==> src/pkg/nsled_pkg.sv <==
// constants and types for the network status indicator driver
//
// Contract
// - each of the three indicator outputs has two display modes and the mode picks what it shows.
// - in the first mode the link/activity output is steadily on while a good link is detected.
// - in either mode the activity output blinks at 10 Hz while receive or transmit activity is seen.
// - in the first mode the speed output is on at 100 Mb/s and off at 10 Mb/s.
// - in the second mode the speed output is a 100 Mb/s link lamp, on while 100 Mb/s operation is seen.
// - in the first mode the duplex/collision output is steadily on while full duplex is detected.
// - in the first mode at half duplex the duplex/collision output blinks at 20 Hz during collisions.
// - in the second mode the duplex/collision output is a 10 Mb/s link lamp, on during 10 Mb/s operation.
// - blink timing is counted from the 25 MHz physical-layer reference clock input.
// - an asserted auxiliary-power sense input means the system offers auxiliary power.
// - an asserted main-power sense input means bus-supplied main power is available.
package nsled_pkg;

  // ------------------------------------------------------------------
  // timing
  // ------------------------------------------------------------------
  localparam int REF_CLOCK_HZ    = 25_000_000;
  localparam int SLOW_BLINK_HZ   = 10;
  localparam int FAST_BLINK_HZ   = 20;
  localparam int SLOW_HALF_TICKS = REF_CLOCK_HZ / (2 * SLOW_BLINK_HZ);
  localparam int FAST_HALF_TICKS = REF_CLOCK_HZ / (2 * FAST_BLINK_HZ);
  localparam int BLINK_CNT_W     = 21;
  localparam int NUM_BLINKERS    = 2;
  localparam int SLOW_BLINKER    = 0;
  localparam int FAST_BLINKER    = 1;
  localparam int SYNC_STAGES     = 2;
  localparam logic [1:0] SETTLE_CYCLES = 2'h3;

  // ------------------------------------------------------------------
  // register port
  // ------------------------------------------------------------------
  localparam int ADDR_W = 4;
  localparam int DATA_W = 32;
  localparam logic [3:0]  CTRL_ADDR   = 4'h0;
  localparam logic [3:0]  STATUS_ADDR = 4'h4;
  localparam logic [31:0] CTRL_RESET  = 32'h0;
  localparam int CTRL_MODE_BIT = 0;

  // status word layout: sensed inputs, then lamps, then mode
  localparam int NUM_SENSE   = 8;
  localparam int SNS_LINK    = 0;
  localparam int SNS_RX      = 1;
  localparam int SNS_TX      = 2;
  localparam int SNS_SPEED   = 3;
  localparam int SNS_DUPLEX  = 4;
  localparam int SNS_COL     = 5;
  localparam int SNS_AUX     = 6;
  localparam int SNS_MAIN    = 7;
  localparam int ST_LAMP_LSB = 8;
  localparam int ST_MODE_BIT = 11;
  localparam int ST_KNOWN    = 12;

  typedef enum logic {
    NSLED_MODE_FIRST  = 1'b0,
    NSLED_MODE_SECOND = 1'b1
  } nsled_mode_t;

endpackage

==> src/rtl/nsled_top.sv <==
// network status indicator driver: lamps, blink timing, power sense
`timescale 1ns/1ns
module nsled_top
  import nsled_pkg::*;
#(
  parameter int SLOW_HALF = SLOW_HALF_TICKS,
  parameter int FAST_HALF = FAST_HALF_TICKS
) (
  input  wire logic              clock,                      // 100 MHz
  input  wire logic              rst,                        // sync, high
  input  wire logic [ADDR_W-1:0] addr,                       // reg address
  input  wire logic [DATA_W-1:0] wdata,                      // write data
  input  wire logic              wr_en,                      // write strobe
  input  wire logic              rd_en,                      // read strobe
  output logic      [DATA_W-1:0] rdata,                      // read data
  input  wire logic              ref_clock_in,               // 25 MHz ref
  output logic                   ref_clock_out,              // crystal return
  input  wire logic              link_good,                  // link test ok
  input  wire logic              rx_active,                  // valid receive
  input  wire logic              tx_active,                  // valid transmit
  input  wire logic              speed_100,                  // 1 = 100 Mb/s
  input  wire logic              full_duplex,                // 1 = full duplex
  input  wire logic              collision,                  // collision seen
  input  wire logic              aux_power_sense,            // aux power pin
  input  wire logic              main_power_sense,           // main power pin
  output logic                   link_activity_indicator,    // lamp 0
  output logic                   speed_indicator,            // lamp 1
  output logic                   duplex_collision_indicator, // lamp 2
  output logic                   aux_power_present,          // aux available
  output logic                   main_power_present,         // main available
  output logic                   display_mode                // 1 = second
);

  // ------------------------------------------------------------------
  // input synchronisers
  // ------------------------------------------------------------------
  logic [NUM_SENSE-1:0] sense_raw;
  logic [NUM_SENSE-1:0] sense_s1_q;
  logic [NUM_SENSE-1:0] sense_q;

  assign sense_raw[SNS_LINK]   = link_good;
  assign sense_raw[SNS_RX]     = rx_active;
  assign sense_raw[SNS_TX]     = tx_active;
  assign sense_raw[SNS_SPEED]  = speed_100;
  assign sense_raw[SNS_DUPLEX] = full_duplex;
  assign sense_raw[SNS_COL]    = collision;
  assign sense_raw[SNS_AUX]    = aux_power_sense;
  assign sense_raw[SNS_MAIN]   = main_power_sense;

  genvar gi;
  generate
    for (gi = 0; gi < NUM_SENSE; gi++) begin : g_sync
      always_ff @(posedge clock) begin
        if (rst) begin
          sense_s1_q[gi] <= 1'b0;
          sense_q[gi]    <= 1'b0;
        end else begin
          sense_s1_q[gi] <= sense_raw[gi];
          sense_q[gi]    <= sense_s1_q[gi];
        end
      end
    end
  endgenerate

  // ------------------------------------------------------------------
  // reference clock sampling and tick
  // ------------------------------------------------------------------
  logic ref_s1_q;
  logic ref_s2_q;
  logic ref_s3_q;
  logic ref_out_q;
  wire  ref_tick = ref_s2_q & ~ref_s3_q;  // one pulse per ref period

  always_ff @(posedge clock) begin
    if (rst) begin
      ref_s1_q  <= 1'b0;
      ref_s2_q  <= 1'b0;
      ref_s3_q  <= 1'b0;
      ref_out_q <= 1'b1;
    end else begin
      ref_s1_q  <= ref_clock_in;
      ref_s2_q  <= ref_s1_q;
      ref_s3_q  <= ref_s2_q;
      ref_out_q <= ~ref_s2_q;
    end
  end

  assign ref_clock_out = ref_out_q;

  // ------------------------------------------------------------------
  // status-known settle counter
  // ------------------------------------------------------------------
  logic [1:0] settle_q;
  wire        known = (settle_q == SETTLE_CYCLES);

  always_ff @(posedge clock) begin
    if (rst) begin
      settle_q <= 2'h0;
    end else if (!known) begin
      settle_q <= settle_q + 2'h1;  // lamps stay dark until inputs settle
    end
  end

  // ------------------------------------------------------------------
  // control register
  // ------------------------------------------------------------------
  nsled_mode_t mode_q;
  wire         ctrl_hit   = (addr == CTRL_ADDR);
  wire         status_hit = (addr == STATUS_ADDR);

  always_ff @(posedge clock) begin
    if (rst) begin
      mode_q <= nsled_mode_t'(CTRL_RESET[CTRL_MODE_BIT]);  // first mode
    end else if (wr_en && ctrl_hit) begin
      mode_q <= nsled_mode_t'(wdata[CTRL_MODE_BIT]);
    end
  end

  // ------------------------------------------------------------------
  // blink generators: slow for activity, fast for collisions
  // ------------------------------------------------------------------
  wire activity = sense_q[SNS_RX] | sense_q[SNS_TX];
  wire half_col = sense_q[SNS_COL] & ~sense_q[SNS_DUPLEX];

  logic [NUM_BLINKERS-1:0] blink_trig;
  logic [NUM_BLINKERS-1:0] blink_phase_q;
  logic [BLINK_CNT_W-1:0]  blink_lim [NUM_BLINKERS];

  assign blink_trig[SLOW_BLINKER] = activity;
  assign blink_trig[FAST_BLINKER] = half_col;
  assign blink_lim[SLOW_BLINKER]  = BLINK_CNT_W'(SLOW_HALF - 1);
  assign blink_lim[FAST_BLINKER]  = BLINK_CNT_W'(FAST_HALF - 1);

  generate
    for (gi = 0; gi < NUM_BLINKERS; gi++) begin : g_blink
      logic [BLINK_CNT_W-1:0] cnt_q;
      wire                    wrap = (cnt_q == blink_lim[gi]);

      always_ff @(posedge clock) begin
        if (rst || !blink_trig[gi]) begin
          // restart lit so a blink begins with an on half
          cnt_q            <= '0;
          blink_phase_q[gi] <= 1'b1;
        end else if (ref_tick) begin
          if (wrap) begin
            cnt_q             <= '0;
            blink_phase_q[gi] <= ~blink_phase_q[gi];  // half duty
          end else begin
            cnt_q <= cnt_q + BLINK_CNT_W'(1);
          end
        end
      end
    end
  endgenerate

  wire slow_blink = blink_phase_q[SLOW_BLINKER];
  wire fast_blink = blink_phase_q[FAST_BLINKER];

  // ------------------------------------------------------------------
  // lamp selection per mode
  // ------------------------------------------------------------------
  wire link   = sense_q[SNS_LINK];
  wire fast   = sense_q[SNS_SPEED];
  wire second = (mode_q == NSLED_MODE_SECOND);

  // first mode: link steady, activity blinks over it
  wire lamp0_first  = activity ? slow_blink : link;
  // second mode: activity only
  wire lamp0_second = activity & slow_blink;
  wire lamp1_first  = fast;
  wire lamp1_second = link & fast;
  wire lamp2_first  = sense_q[SNS_DUPLEX] |
                      (half_col & fast_blink);
  wire lamp2_second = link & ~fast;

  wire lamp0 = second ? lamp0_second : lamp0_first;
  wire lamp1 = second ? lamp1_second : lamp1_first;
  wire lamp2 = second ? lamp2_second : lamp2_first;

  logic lamp0_q;
  logic lamp1_q;
  logic lamp2_q;
  logic aux_q;
  logic main_q;

  always_ff @(posedge clock) begin
    if (rst) begin
      lamp0_q <= 1'b0;
      lamp1_q <= 1'b0;
      lamp2_q <= 1'b0;
      aux_q   <= 1'b0;
      main_q  <= 1'b0;
    end else begin
      lamp0_q <= known & lamp0;
      lamp1_q <= known & lamp1;
      lamp2_q <= known & lamp2;
      aux_q   <= sense_q[SNS_AUX];
      main_q  <= sense_q[SNS_MAIN];
    end
  end

  assign link_activity_indicator    = lamp0_q;
  assign speed_indicator            = lamp1_q;
  assign duplex_collision_indicator = lamp2_q;
  assign aux_power_present          = aux_q;
  assign main_power_present         = main_q;
  assign display_mode               = mode_q;

  // ------------------------------------------------------------------
  // read port
  // ------------------------------------------------------------------
  logic [DATA_W-1:0] ctrl_word;
  logic [DATA_W-1:0] status_word;
  logic [DATA_W-1:0] read_word;
  logic [DATA_W-1:0] rdata_q;

  always_comb begin
    ctrl_word                = '0;
    ctrl_word[CTRL_MODE_BIT] = second;
    status_word                             = '0;
    status_word[NUM_SENSE-1:0]              = sense_q;
    status_word[ST_LAMP_LSB +: 3]           = {lamp2_q, lamp1_q, lamp0_q};
    status_word[ST_MODE_BIT]                = second;
    status_word[ST_KNOWN]                   = known;
  end

  assign read_word = ctrl_hit   ? ctrl_word   :
                     status_hit ? status_word : '0;

  always_ff @(posedge clock) begin
    if (rst) begin
      rdata_q <= '0;
    end else begin
      rdata_q <= rd_en ? read_word : '0;
    end
  end

  assign rdata = rdata_q;

endmodule

==> config.mk <==
export PLATFORM = sky130hd
export DESIGN_NAME = nsled_top
export DESIGN_NICKNAME = d
export VERILOG_FILES = /design/src/pkg/nsled_pkg.sv /design/src/rtl/nsled_top.sv
export SDC_FILE = /design/constraint.sdc
export NUM_CORES = 1
export LEC_CHECK = 0
export BUFFER_PORTS_ARGS = -buffer_cell sky130_fd_sc_hd__buf_2
export CORE_ASPECT_RATIO = 1.1
export CORE_MARGIN = 3
export CORE_UTILIZATION = 57
export DETAILED_ROUTE_END_ITERATION = 6
export PLACE_DENSITY = 0.9
export SLEW_MARGIN = 30
export SYNTH_ARGS = -nofsm -noshare
export SYNTH_HDL_FRONTEND = slang
export SYNTH_SLANG_ARGS = --single-unit
==> constraint.sdc <==
create_clock -name clock -period 2.9 [get_ports clock]
set_input_delay 0.29 -clock clock [delete_from_list [all_inputs] [get_ports clock]]
set_output_delay 0.29 -clock clock [all_outputs]
set_load 0.05 [all_outputs]
==> impl_metrics.ini <==
[power_and_ir_drop]
pwr-share-comb_pct = 6.1
switchingPower_w = 0.000554
p_per_area_mw_per_mm2 = 550
seqPwrFrac_pct = 56.4
peakVddDrop_v = 0.000497
p_int_w = 0.00157
p_sw_share_pct = 26.1
clkPwrFrac_pct = 37.5
p_leak_nw = 1.42

[logic_synthesis]
synth_area_mm2 = 0.00349
synth_ff_type = dfxtp_1
synthTopCellsByCount = 85 x dfxtp_1, 32 x nor2_1, 21 x nor2b_1
synth_area_per_cell_um2 = 9.35
yosysWarnings = 0
synth_top_cell_area_share_pct = 48.8
synth_seq_area_share_pct = 48.8
synth_edf_count = 0
synth_area_leader_cell = dfxtp_1
syn_inst = 373
synth-seq-cells = 85
yosysUniqueCellTypes = 43
yosys.cell_count.top_type = dfxtp_1
async_reset_ff_share_pct = 0
synth_area_leaders = dfxtp_1 49%, buf_4 4.1%, nor2b_1 3.8%, nor2_1 3.4%, and2_1 3.0%

[setup_path]
startpoint_type = register
crit_type = reg2reg
critical-path-max-stage-delay_ns = 0.67
cp_cell_sequence = nand3_2, or4_1, or4_1, a21oi_1
crit_slowest_cell = or4_1
crit_top_cell = or4_1
cp.arrival_ns = 2.31
endpoint_kind = register
crit_fanout = 9
crit_required_ns = 3.18

[floorplan]
boundaryPins = 88
die_h_um = 88.1
core_region_area_mm2 = 0.00584
design.die.area_mm2 = 0.00710
initial_core_util_pct = 59.7
dieWidth_um = 80.6
num_rows = 29

[place]
port_buffers = 37
gp_congestion = 0.777
placed_cell_area_mm2 = 0.00367
dp_hpwl_um = 4580
placedCellCount = 478

[detailed_routing]
ant_nets = 0
routed-via-count = 2689
routed_via_density = 5.44
drtPass1Iterations = 4
drcViolationCount = 0
wl_um = 6920
drt_iter0_markers = 159
wl_per_cell_um = 14.0

[global_route]
grt_max_degree = 31
antenna_found_initial = 0
grt_overflow = 0
grt_pass1_wl_um = 11100
grt_util_all_layers_pct = 20.2
grt_pass1_vias = 2518

[layout]
design_area_mm2 = 0.00386
fillers = 451
drive_above_1_share_pct = 14.9
antennaDiodeCount = 0
syn2layout_area_growth_pct = 10.7
fin_cells = 494
nets = 464

[clock_network]
cts_buffer_depth = 2
post_cts_buffers = 0
clkTransAtPathRegs_ns = 0.09
cts_tree = built
cts.repair.resized = 0
clock_latency_ns = 0.35
clock-sinks = 85
clock-root-buffer = clkbuf_8
cts_max_level = 3
cts_buffers = 9
cts_hold_buf = 0

[timing]
fin_tns_setup_ns = 0
period_share_pct = 70.0
hold_viol = 0
setup_viol = 0
tightestPinTransition_ns = 0.612
fmax_ghz = 0.493
maxSlewViolCount = 0
finClkSkew_ns = 0.00878
holdWs_ns = 0.140
slew-limit-headroom_pct = 59.1
rsz0062_at_grt = no
fin_crit_ns = 2.03

[flow_run]
max-cap-violations = 0

[outcome]
status = completed

[min_path]
min_path_type = in2reg
[worst paths after layout]
check                      start              endpoint  slack (ns)  depth (start not counted)
max          g_blink[0].cnt_q[2]  g_blink[0].cnt_q[17]        0.87                          4
min                    collision         sense_s1_q[5]        0.14                          2
max reg2reg  g_blink[0].cnt_q[2]  g_blink[0].cnt_q[17]        0.87                          4
min reg2reg        sense_s1_q[3]                  fast        0.44                          1
[state kept, by name, summed over array words and instances (netlist names), 2 cells and up]
name           cells
settle_q           2
g_blink.cnt_q     42
sense_s1_q         8
rdata             13
sense_q            6
[stage by stage]
stage          setup slack, ns  total power (W)  util, %
2_1_floorplan             1.05          0.00135        -
3_3_place_gp             0.954          0.00135     62.8
3_5_place_dp             0.895          0.00135     62.8
4_1_cts                  0.867          0.00213     66.1
5_1_grt                  0.762          0.00220     66.1
6_report                 0.870          0.00212     66.1
[cells by family (layout without fill, tap and decap cells)]
family                   after synthesis  count (layout)  synth area share, %
AND/OR/NAND/NOR                      180             180                 30.2
buffers and inverters                 33              59                 5.63
XOR/XNOR                              23              23                 5.77
other                                  1              19                0.108
adder cells (fa/ha/maj)                3               3                 1.08
multiplexers                           5               5                 1.43
AO/OA/AOI/OAI                         43              43                 6.96
flip-flops                            85              85                 48.8
[per-layer routing]
layer,wire (µm),GRT usage [%]
met1,2880,23.4
met4,150,9.06
met2,3580,34.5
met3,304,5.97
met5,0,0
[worst max-delay path, delay by kind of cell, from the launching register on]
family	cells	cell delay, ns
compound gates	1	0.15
flops	1	0.47
simple gates	3	1.35
[placed cells by master (no fill, tap or decap), types with 2 or more instances in the layout]
cell type / Yosys / routed
buf_2: 1 / 37
and4_1: 4 / 4
and4b_1: 4 / 4
nand4_1: 10 / 10
nor2b_1: 21 / 21
nand3_1: 15 / 15
and3b_1: 3 / 3
nor2_1: 32 / 32
o21ai_1: 1 / 2
or4_1: 9 / 9
xor2_1: 12 / 12
nand3b_1: 5 / 5
nand2b_1: 3 / 3
inv_1: 4 / 4
clkinvlp_4: 0 / 2
nor3_1: 6 / 6
ha_1: 3 / 3
mux2i_1: 5 / 5
nor4_1: 5 / 5
and3_1: 4 / 4
and2_1: 17 / 17
nor4b_1: 3 / 3
dfxtp_1: 85 / 85
or3_1: 8 / 8
inv_6: 0 / 3
a21oi_1: 19 / 19
buf_4: 19 / 2
conb_1: 1 / 19
nand2_1: 19 / 19
xnor2_1: 11 / 11
o21ai_0: 13 / 12
o31ai_1: 7 / 7
nand4b_1: 4 / 4
clkbuf_8: 0 / 10
or2_2: 2 / 2
[area by class of cell]
type	instances	area, µm²	area share (%)
clock buffers	10	138	3.56
well taps	77	96.3	2.50
inverters	4	15.0	0.389
clock inverters	6	52.6	1.36
multi-input cells	273	1660	42.9
flip-flops and latches	85	1700	44.1
repair buffers	39	200	5.18
[power by group through the flow]
stage               sequential, W  clock, W  combinational, W
global placement          0.00122         0          0.000124
CTS                       0.00120  0.000806          0.000129
global route              0.00120  0.000862          0.000139
floorplan                 0.00123         0          0.000117
finish                    0.00120  0.000797          0.000129
detailed placement        0.00122         0          0.000126
No activity file was read; power rests on OpenSTA's default activity.
